<file path="src/inc/cell_extreme_cfg.svh">
// Purpose: Offsets, field positions, reset values and counts
// Assumes: Register index times four gives the byte address
// Notes:   Definitions only
`ifndef CELL_EXTREME_CFG_SVH
`define CELL_EXTREME_CFG_SVH

`define NUM_CELLS            14
`define NUM_AUX              6
`define CELL_VALUE_W         16
`define CELL_INDEX_W         4
`define NO_RESULT_INDEX      4'hf
`define FIRST_CELL_INDEX     4'h1
`define LAST_CELL_INDEX      4'he

// Register indexes, byte address is index * 4
`define IDX_EXTREME_CELL     6'h0a
`define IDX_AUX_PROTECT      6'h0b
`define IDX_AUX_COLD         6'h0c
`define IDX_EXTREME_CTRL     6'h10
`define IDX_CELL_ENABLE      6'h11
`define IDX_CELL_POLARITY    6'h12
`define IDX_AUX_PIN_CONFIG   6'h13
`define IDX_AUX_COLD_ENABLE  6'h14

// Field positions
`define HIGHEST_LSB          8
`define LOWEST_LSB           0
`define CTRL_FILT_BIT        0
`define CTRL_POL_BIT         1

// Reset values
`define EXTREME_RESET        16'h0000
`define FLAGS_RESET          6'h00
`define CELL_MASK_RESET      14'h0000
`define AUX_MASK_RESET       6'h00

`endif

</file>
<file path="src/inc/cell_extreme_pkg.sv">
// Purpose: Types shared by the extreme-cell status logic
// Assumes: Widths come from the cfg header
// Notes:   Types only
`include "cell_extreme_cfg.svh"
package cell_extreme_pkg;
    typedef logic [`CELL_VALUE_W-1:0] cell_value_t;
    typedef logic [`CELL_INDEX_W-1:0] cell_index_t;
    typedef logic [`NUM_CELLS-1:0]    cell_mask_t;
    typedef logic [`NUM_AUX-1:0]      aux_mask_t;

    // Gray order along idle, search, done
    typedef enum logic [1:0] {
        FIND_IDLE   = 2'b00,
        FIND_SEARCH = 2'b01,
        FIND_DONE   = 2'b11
    } finder_state_e;
endpackage : cell_extreme_pkg

</file>
<file path="src/inc/extreme_search_if.sv">
// Purpose: Carries one extreme search between control and finder
// Assumes: Values stay stable while a search is running
// Notes:   Finder walks cell indexes, control returns the value
`timescale 1ns/1ps
interface extreme_search_if;
    logic                         start;
    logic                         signed_cmp;
    cell_extreme_pkg::cell_index_t  probe_index;
    cell_extreme_pkg::cell_value_t  probe_value;
    logic                         probe_member;
    logic                         done;
    cell_extreme_pkg::cell_index_t  highest;
    cell_extreme_pkg::cell_index_t  lowest;

    modport control (
        output start,
        output signed_cmp,
        input  probe_index,
        output probe_value,
        output probe_member,
        input  done,
        input  highest,
        input  lowest
    );
    modport finder (
        input  start,
        input  signed_cmp,
        output probe_index,
        input  probe_value,
        input  probe_member,
        output done,
        output highest,
        output lowest
    );
endinterface : extreme_search_if

</file>
<file path="src/hdl/cell_extreme_aux_fault_status.sv">
// Purpose: Extreme-cell locator and auxiliary fault status registers
// Assumes: Avalon-MM slave, byte address, one wait cycle per access
// Notes:   Cell data sampled at the acquisition-done pulse of a scan acquisition
// Contract
// - Report index of highest enabled cell
// - Report index of lowest enabled cell
// - Enabled cells only, arith or filtered data
// - Only scan acquisitions update extreme indexes
// - Ties report the lowest cell index
// - Search limited to selected polarity set
// - No matching cell reports index Fh
// - Aux pin above supply sets protection flag
// - Protection fault opens the pin switch
// - Flag clears on clean retry or deconfigure
// - Any config write counts as retry
// - Read-only six-bit cold flags, reset zero
// - Cold flag set above threshold, cleared next
`timescale 1ns/1ps
`include "cell_extreme_cfg.svh"
module cell_extreme_aux_fault_status (
    input  wire logic                             core_clk_in,
    input  wire logic                             rst_n_in,
    // Avalon-MM slave
    input  wire logic [7:0]                       avs_address_in,
    input  wire logic                             avs_read_in,
    input  wire logic                             avs_write_in,
    input  wire logic [31:0]                      avs_writedata_in,
    input  wire logic [3:0]                       avs_byteenable_in,
    output logic [31:0]                           avs_readdata_out,
    output logic                                  avs_waitrequest_out,
    // Measurement engine, same clock
    input  wire logic                             acq_done_in,
    input  wire logic                             acq_scan_in,
    input  wire logic [`NUM_CELLS*`CELL_VALUE_W-1:0] arith_result_path_in,
    input  wire logic [`NUM_CELLS*`CELL_VALUE_W-1:0] recursive_filter_path_in,
    input  wire logic [`NUM_AUX-1:0]              aux_cold_compare_in,
    // Analog protection comparators, asynchronous
    input  wire logic [`NUM_AUX-1:0]              aux_over_supply_in,
    // Pin switch control, high opens the switch
    output logic [`NUM_AUX-1:0]                   aux_switch_open_out
);
    // Software registers
    logic                            filtered_read_select;
    logic                            extreme_polarity_select;
    cell_extreme_pkg::cell_mask_t    cell_measure_enable;
    cell_extreme_pkg::cell_mask_t    cell_polarity;
    cell_extreme_pkg::aux_mask_t     aux_pin_config;
    cell_extreme_pkg::aux_mask_t     aux_cold_alert_enable;
    // Status
    cell_extreme_pkg::cell_index_t   highest_cell_index;
    cell_extreme_pkg::cell_index_t   lowest_cell_index;
    cell_extreme_pkg::aux_mask_t     aux_protect_fault_flags;
    cell_extreme_pkg::aux_mask_t     aux_cold_fault_flags;
    cell_extreme_pkg::aux_mask_t     switch_open;
    // Snapshot of one scan
    cell_extreme_pkg::cell_value_t   snap_value [`NUM_CELLS];
    cell_extreme_pkg::cell_mask_t    snap_member;
    logic                            snap_signed;
    // Bus
    logic                            bus_ack;
    logic [31:0]                     read_word;
    // Protection input synchroniser
    cell_extreme_pkg::aux_mask_t     prot_sync1;
    cell_extreme_pkg::aux_mask_t     prot_sync2;
    cell_extreme_pkg::aux_mask_t     prot_sync3;
    cell_extreme_pkg::aux_mask_t     prot_level;

    wire logic                       bus_req;
    wire logic                       wr_take;
    wire logic                       rd_load;
    wire logic [5:0]                 reg_index;
    wire logic                       wr_low;
    wire logic                       wr_high;
    wire logic                       wr_ctrl;
    wire logic                       wr_enable;
    wire logic                       wr_polarity;
    wire logic                       wr_pin_config;
    wire logic                       wr_cold_enable;
    wire logic                       scan_start;
    wire cell_extreme_pkg::cell_mask_t  scan_member;
    wire cell_extreme_pkg::aux_mask_t   next_pin_config;
    wire cell_extreme_pkg::aux_mask_t   prot_set;
    wire cell_extreme_pkg::aux_mask_t   prot_clear;
    wire cell_extreme_pkg::aux_mask_t   next_prot_flags;
    wire cell_extreme_pkg::aux_mask_t   next_switch_open;
    wire cell_extreme_pkg::aux_mask_t   next_cold_flags;
    wire logic [`NUM_CELLS*`CELL_VALUE_W-1:0] picked_data;
    wire logic [3:0]                 probe_slot;
    wire logic [3:0]                 safe_slot;

    extreme_search_if srch ();

    extreme_finder u_finder (
        .core_clk_in (core_clk_in),
        .rst_n_in    (rst_n_in),
        .srch        (srch.finder)
    );

    // Avalon handshake, one wait state on every access
    assign bus_req   = (avs_read_in || avs_write_in) && !bus_ack;
    assign wr_take   = avs_write_in && bus_ack;
    assign rd_load   = avs_read_in && !bus_ack;
    assign reg_index = avs_address_in[7:2];
    assign wr_low    = wr_take && avs_byteenable_in[0];
    assign wr_high   = wr_take && avs_byteenable_in[1];
    assign avs_waitrequest_out = (avs_read_in || avs_write_in) && !bus_ack;

    assign wr_ctrl        = wr_low && (reg_index == `IDX_EXTREME_CTRL);
    assign wr_enable      = wr_take && (reg_index == `IDX_CELL_ENABLE);
    assign wr_polarity    = wr_take && (reg_index == `IDX_CELL_POLARITY);
    assign wr_pin_config  = wr_low && (reg_index == `IDX_AUX_PIN_CONFIG);
    assign wr_cold_enable = wr_low && (reg_index == `IDX_AUX_COLD_ENABLE);

    // Read mux, status registers ignore writes, unused bits zero
    always_comb begin
        read_word = 32'h0000_0000;
        unique case (reg_index)
            `IDX_EXTREME_CELL: begin
                read_word[`HIGHEST_LSB +: 4] = highest_cell_index;
                read_word[`LOWEST_LSB +: 4]  = lowest_cell_index;
            end
            `IDX_AUX_PROTECT: begin
                read_word[5:0] = aux_protect_fault_flags;
            end
            `IDX_AUX_COLD: begin
                read_word[5:0] = aux_cold_fault_flags;
            end
            `IDX_EXTREME_CTRL: begin
                read_word[`CTRL_FILT_BIT] = filtered_read_select;
                read_word[`CTRL_POL_BIT]  = extreme_polarity_select;
            end
            `IDX_CELL_ENABLE: begin
                read_word[13:0] = cell_measure_enable;
            end
            `IDX_CELL_POLARITY: begin
                read_word[13:0] = cell_polarity;
            end
            `IDX_AUX_PIN_CONFIG: begin
                read_word[5:0] = aux_pin_config;
            end
            `IDX_AUX_COLD_ENABLE: begin
                read_word[5:0] = aux_cold_alert_enable;
            end
            default: begin
                read_word = 32'h0000_0000;
            end
        endcase
    end

    always_ff @(posedge core_clk_in or negedge rst_n_in) begin
        if (!rst_n_in) begin
            bus_ack          <= 1'b0;
            avs_readdata_out <= 32'h0000_0000;
        end else begin
            bus_ack <= bus_req;
            if (rd_load) begin
                avs_readdata_out <= read_word;
            end
        end
    end

    // Configuration registers, byte lane 0 for bits 7:0, lane 1 above
    always_ff @(posedge core_clk_in or negedge rst_n_in) begin
        if (!rst_n_in) begin
            filtered_read_select    <= 1'b0;
            extreme_polarity_select <= 1'b0;
            cell_measure_enable     <= `CELL_MASK_RESET;
            cell_polarity           <= `CELL_MASK_RESET;
            aux_pin_config          <= `AUX_MASK_RESET;
            aux_cold_alert_enable   <= `AUX_MASK_RESET;
        end else begin
            if (wr_ctrl) begin
                filtered_read_select    <= avs_writedata_in[`CTRL_FILT_BIT];
                extreme_polarity_select <= avs_writedata_in[`CTRL_POL_BIT];
            end
            if (wr_enable && wr_low) begin
                cell_measure_enable[7:0] <= avs_writedata_in[7:0];
            end
            if (wr_enable && wr_high) begin
                cell_measure_enable[13:8] <= avs_writedata_in[13:8];
            end
            if (wr_polarity && wr_low) begin
                cell_polarity[7:0] <= avs_writedata_in[7:0];
            end
            if (wr_polarity && wr_high) begin
                cell_polarity[13:8] <= avs_writedata_in[13:8];
            end
            if (wr_pin_config) begin
                aux_pin_config <= next_pin_config;
            end
            if (wr_cold_enable) begin
                aux_cold_alert_enable <= avs_writedata_in[5:0];
            end
        end
    end

    // Scan snapshot and search start
    assign scan_start  = acq_done_in && acq_scan_in;
    assign picked_data = filtered_read_select ? recursive_filter_path_in
                                              : arith_result_path_in;
    // Member: enabled and of the selected polarity
    assign scan_member = cell_measure_enable &
                         ~(cell_polarity ^
                           {`NUM_CELLS{extreme_polarity_select}});

    always_ff @(posedge core_clk_in or negedge rst_n_in) begin
        if (!rst_n_in) begin
            snap_member <= `CELL_MASK_RESET;
            snap_signed <= 1'b0;
            for (int i = 0; i < `NUM_CELLS; i++) begin
                snap_value[i] <= '0;
            end
        end else if (scan_start) begin
            snap_member <= scan_member;
            snap_signed <= extreme_polarity_select;
            for (int i = 0; i < `NUM_CELLS; i++) begin
                snap_value[i] <= picked_data[i*`CELL_VALUE_W +: `CELL_VALUE_W];
            end
        end
    end

    // Finder probes cell n at slot n-1; parked index reads slot 0
    assign probe_slot        = srch.probe_index - 4'h1;
    assign safe_slot         = (probe_slot < 4'(`NUM_CELLS)) ? probe_slot
                                                           : 4'h0;
    assign srch.start        = scan_start;
    assign srch.signed_cmp   = snap_signed;
    assign srch.probe_value  = snap_value[safe_slot];
    assign srch.probe_member = snap_member[safe_slot];

    always_ff @(posedge core_clk_in or negedge rst_n_in) begin
        if (!rst_n_in) begin
            highest_cell_index <= 4'(`EXTREME_RESET >> `HIGHEST_LSB);
            lowest_cell_index  <= 4'(`EXTREME_RESET >> `LOWEST_LSB);
        end else if (srch.done && !scan_start) begin
            highest_cell_index <= srch.highest;
            lowest_cell_index  <= srch.lowest;
        end
    end

    // Protection comparator: three flops, level once two and three agree
    always_ff @(posedge core_clk_in or negedge rst_n_in) begin
        if (!rst_n_in) begin
            prot_sync1 <= `FLAGS_RESET;
            prot_sync2 <= `FLAGS_RESET;
            prot_sync3 <= `FLAGS_RESET;
            prot_level <= `FLAGS_RESET;
        end else begin
            prot_sync1 <= aux_over_supply_in;
            prot_sync2 <= prot_sync1;
            prot_sync3 <= prot_sync2;
            for (int i = 0; i < `NUM_AUX; i++) begin
                if (prot_sync2[i] == prot_sync3[i]) begin
                    prot_level[i] <= prot_sync3[i];
                end
            end
        end
    end

    assign next_pin_config = avs_writedata_in[5:0];
    // Evaluated only on aux pins whose switch is closed
    assign prot_set   = prot_level & aux_pin_config & ~switch_open;
    // Any config write retries, even with an unchanged value
    assign prot_clear = {`NUM_AUX{wr_pin_config}};
    // Set wins over the retry clear
    assign next_prot_flags = (aux_protect_fault_flags & ~prot_clear) |
                             prot_set;
    // Open on fault; retry recloses on aux pins; non-aux pins kept open
    assign next_switch_open = wr_pin_config ? ~next_pin_config
                                            : (switch_open | prot_set);

    always_ff @(posedge core_clk_in or negedge rst_n_in) begin
        if (!rst_n_in) begin
            aux_protect_fault_flags <= `FLAGS_RESET;
            switch_open             <= ~`AUX_MASK_RESET;
        end else begin
            aux_protect_fault_flags <= next_prot_flags;
            switch_open             <= next_switch_open;
        end
    end

    assign aux_switch_open_out = switch_open;

    // Cold flags follow each acquisition; faulted pins are invalid
    assign next_cold_flags = aux_cold_compare_in & aux_cold_alert_enable &
                             aux_pin_config & ~aux_protect_fault_flags &
                             ~switch_open;

    always_ff @(posedge core_clk_in or negedge rst_n_in) begin
        if (!rst_n_in) begin
            aux_cold_fault_flags <= `FLAGS_RESET;
        end else if (acq_done_in) begin
            aux_cold_fault_flags <= next_cold_flags;
        end
    end
endmodule : cell_extreme_aux_fault_status

</file>
<file path="src/hdl/extreme_finder.sv">
// Purpose: Walks cells 1 to 14, keeps highest and lowest member
// Assumes: Start may restart a running search
// Notes:   Strict compare keeps the lowest index on ties
`timescale 1ns/1ps
`include "cell_extreme_cfg.svh"
module extreme_finder (
    input  wire logic           core_clk_in,
    input  wire logic           rst_n_in,
    extreme_search_if.finder    srch
);
    cell_extreme_pkg::finder_state_e state;
    cell_extreme_pkg::cell_index_t   index;
    cell_extreme_pkg::cell_index_t   best_hi;
    cell_extreme_pkg::cell_index_t   best_lo;
    cell_extreme_pkg::cell_value_t   hi_value;
    cell_extreme_pkg::cell_value_t   lo_value;
    logic                            found;
    wire logic                       above;
    wire logic                       below;
    wire logic                       take;
    wire logic                       last;

    assign above = srch.signed_cmp ? ($signed(srch.probe_value) >
                                      $signed(hi_value))
                                   : (srch.probe_value > hi_value);
    assign below = srch.signed_cmp ? ($signed(srch.probe_value) <
                                      $signed(lo_value))
                                   : (srch.probe_value < lo_value);
    assign take  = (state == cell_extreme_pkg::FIND_SEARCH) &&
                   srch.probe_member;
    assign last  = (index == `LAST_CELL_INDEX);
    assign srch.probe_index = index;
    assign srch.done        = (state == cell_extreme_pkg::FIND_DONE);
    // No member found reports the no-result code
    assign srch.highest = found ? best_hi : `NO_RESULT_INDEX;
    assign srch.lowest  = found ? best_lo : `NO_RESULT_INDEX;

    always_ff @(posedge core_clk_in or negedge rst_n_in) begin
        if (!rst_n_in) begin
            state <= cell_extreme_pkg::FIND_IDLE;
            index <= `FIRST_CELL_INDEX;
        end else if (srch.start) begin
            state <= cell_extreme_pkg::FIND_SEARCH;
            index <= `FIRST_CELL_INDEX;
        end else begin
            unique case (state)
                cell_extreme_pkg::FIND_IDLE: begin
                    state <= cell_extreme_pkg::FIND_IDLE;
                end
                cell_extreme_pkg::FIND_SEARCH: begin
                    if (last) begin
                        state <= cell_extreme_pkg::FIND_DONE;
                    end
                    index <= index + 4'h1;
                end
                cell_extreme_pkg::FIND_DONE: begin
                    state <= cell_extreme_pkg::FIND_IDLE;
                end
                default: begin
                    state <= cell_extreme_pkg::FIND_IDLE;
                end
            endcase
        end
    end

    always_ff @(posedge core_clk_in or negedge rst_n_in) begin
        if (!rst_n_in) begin
            found    <= 1'b0;
            best_hi  <= `FIRST_CELL_INDEX;
            best_lo  <= `FIRST_CELL_INDEX;
            hi_value <= '0;
            lo_value <= '0;
        end else if (srch.start) begin
            found <= 1'b0;
        end else if (take) begin
            found <= 1'b1;
            if (!found || above) begin
                best_hi  <= index;
                hi_value <= srch.probe_value;
            end
            if (!found || below) begin
                best_lo  <= index;
                lo_value <= srch.probe_value;
            end
        end
    end
endmodule : extreme_finder

</file>
<file path="config.mk">
export PLATFORM = sky130hd
export DESIGN_NAME = cell_extreme_aux_fault_status
export DESIGN_NICKNAME = d
export VERILOG_FILES = /design/src/inc/cell_extreme_pkg.sv /design/src/inc/extreme_search_if.sv /design/src/hdl/cell_extreme_aux_fault_status.sv /design/src/hdl/extreme_finder.sv
export VERILOG_INCLUDE_DIRS = /design/src /design/src/inc
export SDC_FILE = /design/constraint.sdc
export NUM_CORES = 1
export LEC_CHECK = 0
export ABC_AREA = 1
export BUFFER_PORTS_ARGS = -buffer_cell sky130_fd_sc_hd__buf_2
export CAP_MARGIN = 20
export CORE_ASPECT_RATIO = 1.1
export CORE_MARGIN = 10
export CORE_UTILIZATION = 45
export DETAILED_ROUTE_END_ITERATION = 16
export MAX_ROUTING_LAYER = met4
export PLACE_DENSITY_LB_ADDON = 0.12
export SYNTH_ARGS = -nofsm -noshare
export SYNTH_HDL_FRONTEND = slang
export SYNTH_SLANG_ARGS = --single-unit
export TNS_END_PERCENT = 30
</file>
<file path="constraint.sdc">
create_clock -name core_clk_in -period 5.4 [get_ports core_clk_in]
set_clock_uncertainty 0.05 [all_clocks]
set_input_delay 1.08 -clock core_clk_in [delete_from_list [all_inputs] [get_ports core_clk_in]]
set_output_delay 1.08 -clock core_clk_in [all_outputs]
set_load 0.02 [all_outputs]
</file>
==> out/qor.yml, run 1 <==
worst_setup_path:
  crit_path_start_kind: "register"
  timing.critical_path.fanout_max: 35
  worst_path_largest_cell_delay_ns: 0.56
  critical-path-slowest-cell: "sky130_fd_sc_hd__a311oi_1"
  worstPathRequired_ns: 5.81
  most_common_cell_on_crit_path: "sky130_fd_sc_hd__o21ai_0"
  worst-setup-path-type: "reg2reg"
  cp_data_arrival_time_ns: 5.34
  timing.critical_path.to_type: "register"
  critical_path.cell_chain: "inv_4, buf_4, buf_4, nand2_8, inv_2, buf_12, o21ai_0, a311oi_1, a21oi_1, ha_1, nand3_1, o21ai_0, a31oi_1, nor2_1, o21ai_0, o2111ai_1, xor2_1, nand2_1, nand2_1, nand2_4, clkinvlp_4, nand2_1, o21ai_0"
yosys:
  synth_top_flop_cell: "sky130_fd_sc_hd__dfrtp_1"
  synth_most_common_cell: "sky130_fd_sc_hd__nand2_1"
  yosys.cell_types.count: 48
  ys_seq_elements: 393
  synth-edff-count: 0
  synth-async-reset-ratio_pct: 100
  postSynthCellCount: 2504
  synth_sequential_area_ratio_pct: 49.4
  synth.top_cells.by_count: "sky130_fd_sc_hd__nand2_1, sky130_fd_sc_hd__dfrtp_1, sky130_fd_sc_hd__nor2_1"
  netlist_top_cells_area: "sky130_fd_sc_hd__dfrtp_1, sky130_fd_sc_hd__nand2_1, sky130_fd_sc_hd__o21ai_0"
  yosysWarningCount: 0
  yosys.area.top_type_share_pct: 48.2
  synth_area_per_cell_um2: 7.96
  synth_top_cell_by_area: "sky130_fd_sc_hd__dfrtp_1"
  post_synth_instance_area_mm2: 0.0199
grt:
  antenna_found_initial: 11
  grt_overflow: 0
  first_global_vias: 19820
  grt_start_max_net_pins: 140
  grt_use_total_pct: 29.1
  grt_pass1_wl_mm: 116
pwr:
  power.share.switching_pct: 43.0
  seqPwrFrac_pct: 29.1
  power_w: 0.0126
  p_int_w: 0.00720
  power-per-cell-area_mw_per_mm2: 516
  total_switching_power_w: 0.00544
  power.ir.vdd_worst_mv: 0.306
  clock_power_share_pct: 24.8
  power.leakage_nw: 11.8
  power_frac_comb_pct: 46.1
die:
  design.portCount: 549
  fp.coreArea_mm2: 0.0436
  dieArea_mm2: 0.0531
  fp-row-count: 80
  die_h_um: 241
  fp.dieW_um: 221
  initial_utilization_pct: 45.7
sta:
  maxSlewViolCount: 0
  finalSetupViolations: 0
  setup_repair_after_global_routing_missed_its_margin: "no"
  report.final.hold_viol_count: 0
  final.setup.worst_slack_ns: 0.462
  slew-limit-headroom_pct: 26.5
  maxClockFrequency_mhz: 203
  worst_pin_slew_ns: 1.09
  period_share_pct: 91.4
  period_needed_ns: 4.94
  finalSetupTns_ns: 0
detailed_routing:
  wirelength_met1_mm: 32.5
  ant_nets: 0
  routedWlPerCell_um: 22.0
  met2WireLength_mm: 36.9
  drcViolationCount: 0
  met3WireLength_mm: 6.94
  vias: 20003
  first_iter_violations: 1986
  routed_wirelength_mm: 78.3
  dr.pass1.iters: 6
  top_layer_used: "met4"
  viasPerCell: 5.63
clock_tree:
  post_cts_hold_buffer_count: 0
  cts.sinks: 393
  max-clock-path-buffers: 3
  cts.clk_slew.worst_paths_ns: 0.06
  clock_tree_from_tritoncts: "yes"
  clock_insertion_delay_worst_skew_ns: 0.60
  numCtsBuffers: 45
  cts-htree-levels: 2
  cts_root_buf: "sky130_fd_sc_hd__clkbuf_16"
min_path:
  holdCritPathClass: "reg2reg"
cells_and_area:
  post_layout_nonfiller_instances: 3555
  post_route_cells_drive_above_1_share_pct: 22.2
  design_area_mm2: 0.0245
  fillerInstances: 4130
  syn2layout_area_growth_pct: 22.9
  design.final.nets: 3480
flow_run:
  total_of_max_cap_violations: 0
placed_design:
  post-dp-hpwl_mm: 57.3
  buffer_ports.inserted: 508
  placed_cells_incl_taps: 3458
  placement.cell_area_mm2: 0.0229
  dp_worst_setup_slack_ns: 0.204
  globalplace.congestion: 0.975
run_status:
  run_status: "complete, no violations"
## registers in the layout, indices dropped and copies added (netlist names), 14 cells and up
register / cells
snap_value: 224
u_finder.hi_value: 16
u_finder.lo_value: 16
avs_readdata_out: 14
cell_measure_enable: 14
cell_polarity: 14
snap_member: 14
## worst max-delay path, delay by kind of cell, from the launching register on
kind / cells / cell delay (ns)
buf+inv: 6 / 1.51
xor+xnor: 1 / 0.16
simple gates: 7 / 0.74
flops: 1 / 0.38
compound gates: 8 / 1.56
fa+ha+maj: 1 / 0.34
## stage by stage
step | hold WS [ns] | utilization [%]
CTS | 0.295 | 55.9
global route | 0.306 | 56.1
finish | 0.294 | 56.1
global placement | 0.283 | 52.5
detailed placement | 0.285 | 52.5
floorplan | 0.281 | -
## cells by family after synthesis
kind of cell,Yosys count,synth area share [%]
DFF,393,49.4
xor gates and xnor gates,5,0.220
AOI/OAI and AO/OA,816,22.9
other,1,0.0188
and+or+nand+nor,795,16.0
adders and majority gates,40,2.43
buffers and inverters,454,9.08
## final timing paths
path	start	endpoint	slack (ns)	depth (start not counted)
worst max-delay path	u_finder.srch.probe_index[0]	u_finder.hi_value[1]	0.46	23
worst min-delay path	prot_sync1[3]	prot_sync2[3]	0.29	0
worst max register to register	u_finder.srch.probe_index[0]	u_finder.hi_value[1]	0.46	23
worst min register to register	prot_sync1[3]	prot_sync2[3]	0.29	0
max in group asynchronous	rst_n_in	snap_value[84]	3.61	2
min in group asynchronous	rst_n_in	snap_value[183]	0.52	1
## power by group through the flow
stage	clock [W]	combinational, W	sequential (W)
floorplan	0	0.00372	0.00364
global placement	0	0.00553	0.00371
detailed placement	0	0.00563	0.00372
CTS	0.00318	0.00567	0.00367
global route	0.00329	0.00649	0.00372
finish	0.00313	0.00583	0.00368
## repair_timing
item	4_1_cts	5_1_grt
endpoints found under the hold margin	0	0
setup buffers	0	3
resized for setup	0	7
endpoints found under the setup margin	0	40
## per-layer routing
layer / global-route usage [%] / vias up
met5: - / -
met4: 8.68 / 0
met3: 5.10 / 112
met2: 45.4 / 916
met1: 38.1 / 9682
li1: - / 9293
## cells in the final DEF, fill, tap and decap left out, drive strengths merged, types with 3 or more instances in the layout
| master | instances |
|---|---|
| a211oi | 3 |
| bufinv | 4 |
| maj3 | 6 |
| a31oi | 19 |
| dfrtp | 384 |
| conb | 18 |
| o211ai | 39 |
| o21ai | 289 |
| nand2 | 405 |
| xor2 | 3 |
| o22ai | 148 |
| ha | 34 |
| o21bai | 4 |
| buf | 552 |
| a221oi | 8 |
| clkinvlp | 5 |
| nor2 | 278 |
| a21oi | 275 |
| dfstp | 9 |
| a32o | 8 |
| nand4 | 17 |
| nor3 | 8 |
| o2111ai | 10 |
| or2 | 4 |
| diode | 11 |
| clkbuf | 64 |
| inv | 267 |
| clkinv | 10 |
| nand3 | 80 |
## area by class of cell
cell class              count  area (µm²)  share of cell area [%]
diodes                     11        27.5                   0.112
clock buffers              64        1270                    5.17
clock inverters            17         215                   0.879
inverters                 268        1030                    4.19
multi-input cells        1675        8410                    34.3
flip-flops and latches    393        9850                    40.2
well taps                 574         718                    2.93
repair buffers            552        2970                    12.1
repair inverters            1        7.51                  0.0306
Power figures use the tool's default switching activity.
==> run 2, diff against run 1 <==
--- a/config.mk
+++ b/config.mk
@@ -7,14 +7,14 @@
 export NUM_CORES = 1
 export LEC_CHECK = 0
 export ABC_AREA = 1
-export BUFFER_PORTS_ARGS = -buffer_cell sky130_fd_sc_hd__buf_2
 export CAP_MARGIN = 20
 export CORE_ASPECT_RATIO = 1.1
 export CORE_MARGIN = 10
 export CORE_UTILIZATION = 45
 export DETAILED_ROUTE_END_ITERATION = 16
+export DONT_BUFFER_PORTS = 1
 export MAX_ROUTING_LAYER = met4
-export PLACE_DENSITY_LB_ADDON = 0.12
+export PLACE_DENSITY = 0.67
 export SYNTH_ARGS = -nofsm -noshare
 export SYNTH_HDL_FRONTEND = slang
 export SYNTH_SLANG_ARGS = --single-unit
==> constraint.sdc (replaced) <==
create_clock -name core_clk_in -period 5.5 [get_ports core_clk_in]
set_clock_uncertainty 0.05 [all_clocks]
set_input_delay 1.1 -clock core_clk_in [delete_from_list [all_inputs] [get_ports core_clk_in]]
set_output_delay 1.1 -clock core_clk_in [all_outputs]
set_load 0.02 [all_outputs]
==> run 2 against run 1 <==
The flow now finishes with violations (max-slew violations). Die area unchanged. Via count shrank 10%. Power shrank 3.2%. Sequential power decreased by 2%. Critical endpoint is now u_finder.hi_value[5]. Highest routed layer unchanged.
==> out/qor.yml, run 2 (same netlist as run 1, synthesis figures left out) <==
worst_setup_path:
  worst-setup-path-type: "reg2reg"  # unchanged
  worst_r2r_path_depth: 25  # was 23
  worstSetupPathDepth: 25  # was 23
  crit_path_start_kind: "register"  # unchanged
  worst_r2r_endpoint: "u_finder.hi_value[5]"  # was u_finder.hi_value[1]
  timing.critical_path.fanout_max: 26  # was 35
  critical_path.reg2reg.startpoint: "u_finder.srch.probe_index[0]"  # unchanged
  most_common_cell_on_crit_path: "sky130_fd_sc_hd__o21ai_0"  # unchanged
  critical_path.top_delay_family: "compound AO/OA/AOI/OAI gates"  # unchanged
  critical-path-slowest-cell: "sky130_fd_sc_hd__dfstp_2"  # was sky130_fd_sc_hd__a311oi_1
  worst_path_largest_cell_delay_ns: 0.56  # about the same
  worstPathRequired_ns: 5.91  # was 5.81 ns
  slack_of_the_worst_reg_to_reg_path_ns: 0.35  # was 0.46 ns
  timing.critical_path.to_type: "register"  # unchanged
  cp_data_arrival_time_ns: 5.56  # was 5.34 ns
  crit_buf_inv: 4  # was 6
pwr:
  power-per-cell-area_mw_per_mm2: 559  # was 516 mW/mm²
  power.ir.vdd_worst_mv: 0.357  # was 0.306 mV
  power_w: 0.0122  # was 0.0126 W
  power.leakage_nw: 9.72  # was 11.8 nW
detailed_routing:
  drcViolationCount: 0  # unchanged
  vias: 18001  # was 20003
  first_iter_violations: 2236  # was 1986
  ant_nets: 0  # unchanged
  viasPerCell: 5.95  # was 5.63
  routedWlPerCell_um: 24.4  # was 22.0 µm
  routed_wirelength_mm: 73.9  # was 78.3 mm
  dr.pass1.iters: 7  # was 6
grt:
  grt_start_max_net_pins: 394  # was 140
  grt_pass1_wl_mm: 107  # was 116 mm
  grt_use_total_pct: 27.0  # was 29.1%
  antenna_found_initial: 6  # was 11
  first_global_vias: 17650  # was 19820
  grt_overflow: 0  # unchanged
clock_tree:
  post_cts_buffers: 0  # unchanged
  max-clock-path-buffers: 3  # unchanged
  clock_insertion_delay_worst_skew_ns: 0.60  # about the same
  cts-htree-levels: 2  # unchanged
  ctsResizeCount: 0  # unchanged
  clock_tree_from_tritoncts: "yes"  # unchanged
  cts.sinks: 393  # unchanged
  post_cts_hold_buffer_count: 0  # unchanged
  cts.clk_slew.worst_paths_ns: 0.06  # about the same
  numCtsBuffers: 44  # was 45
  cts_root_buf: "sky130_fd_sc_hd__clkbuf_16"  # unchanged
cells_and_area:
  postLayoutCoreUtil_pct: 50.1  # was 56.1%
  register_containing_the_most_flip_flops_in_the_final_layout: "snap_value"  # unchanged
  final_common_cell: "sky130_fd_sc_hd__nand2_1"  # was sky130_fd_sc_hd__buf_2
  largest_reg_flops: 224  # unchanged
  syn2layout_area_growth_pct: 9.66  # was 22.9%
  design.final.nets: 2960  # was 3480
  top_library_cells_by_usage_in_the_layout_fill_and_taps_aside: "sky130_fd_sc_hd__nand2_1, sky130_fd_sc_hd__dfrtp_1, sky130_fd_sc_hd__nor2_1"  # was sky130_fd_sc_hd__buf_2, sky130_fd_sc_hd__nand2_1, sky130_fd_sc_hd__dfrtp_1
  reg.largest.list: "snap_value x224, u_finder.hi_value x16, u_finder.lo_value x16"  # unchanged
  post_route_cells_drive_above_1_share_pct: 5.48  # was 22.2%
run_status:
  violations: "max-slew violations"
  run_status: "finished with violations"  # was complete, no violations
die:
  fp.coreArea_mm2: 0.0436  # unchanged
  fp.dieW_um: 221  # unchanged
  fp-row-count: 80  # unchanged
  dieArea_mm2: 0.0531  # unchanged
  initial_utilization_pct: 45.7  # unchanged
  die_h_um: 241  # unchanged
  design.portCount: 549  # unchanged
sta:
  finalSetupViolations: 0  # unchanged
  maxClockFrequency_mhz: 194  # was 203 MHz
  finalSetupTns_ns: 0  # unchanged
  maxSlewViolCount: 180  # was 0
  slew-limit-headroom_pct: -23.4  # was 26.5%
  whs_ns: 0.172  # was 0.294 ns
  setup_repair_after_global_routing_missed_its_margin: "no"  # unchanged
  report.final.hold_viol_count: 0  # unchanged
  period_share_pct: 93.7  # was 91.4%
  period_needed_ns: 5.15  # was 4.94 ns
  worst_pin_slew_ns: 1.85  # was 1.09 ns
placed_design:
  buffer_ports.inserted: 0  # was 508
  post-dp-hpwl_mm: 53.1  # was 57.3 mm
  globalplace.congestion: 0.907  # was 0.975
min_path:
  holdCritPathClass: "in2async"  # was reg2reg
flow_run:
  total_of_max_cap_violations: 0  # unchanged
==> run 2: cell types whose count changed in the layout (fill, tap and decap cells not counted), moves of 2 or more <==
cell / delta
sky130_fd_sc_hd__buf_12: -2
sky130_fd_sc_hd__buf_2: -507
sky130_fd_sc_hd__buf_4: -9
sky130_fd_sc_hd__clkbuf_1: -2
sky130_fd_sc_hd__clkbuf_8: +3
sky130_fd_sc_hd__clkinv_16: +2
sky130_fd_sc_hd__clkinv_2: -3
sky130_fd_sc_hd__clkinvlp_4: -4
sky130_fd_sc_hd__diode_2: -5
sky130_fd_sc_hd__nand2_8: -2
==> run 2: report_power, final <==
group | switching, W | total, W | internal, W | leakage [nW]
sequential | 0.000259 | 0.00362 | 0.00336 | 4.75
clock | 0.00126 | 0.00311 | 0.00185 | 0.742
combinational | 0.00372 | 0.00549 | 0.00178 | 4.23
==> run 2: stage by stage <==
stage               area [µm²]  setup slack [ns]  cells
floorplan                20000             0.726   2521
global placement         20300             0.341   2943
detailed placement       20300             0.215   2943
CTS                      21800             0.155   3019
global route             21900            0.0389   3025
finish                   21900             0.346   3026
==> run 2: worst max path at each step <==
stage | startpoint | end
floorplan | u_finder.srch.probe_index[0] | u_finder.hi_value[0]
global placement | u_finder.srch.probe_index[0] | u_finder.hi_value[6]
detailed placement | u_finder.srch.probe_index[0] | u_finder.hi_value[2]
CTS | u_finder.srch.probe_index[0] | u_finder.hi_value[2]
global route | u_finder.srch.probe_index[0] | u_finder.hi_value[3]
finish | u_finder.srch.probe_index[0] | u_finder.hi_value[5]
==> run 2: routing by layer <==
metal  wire length, µm  up-vias  GRT usage [%]
li1                  -     8225              -
met1             28900     8748           33.8
met2             34700      900           41.6
met3              7680      128           7.61
met4              2530        0           9.03
met5                 0        -              -
==> run 2: final cells by class <==
cell class,count,area [µm²]
inverters,268,1020
repair buffers,35,363
well taps,574,718
clock inverters,12,246
flip-flops and latches,393,9850
clock buffers,64,1280
multi-input cells,1674,8370
diodes,6,15.0
fillers,4273,21800
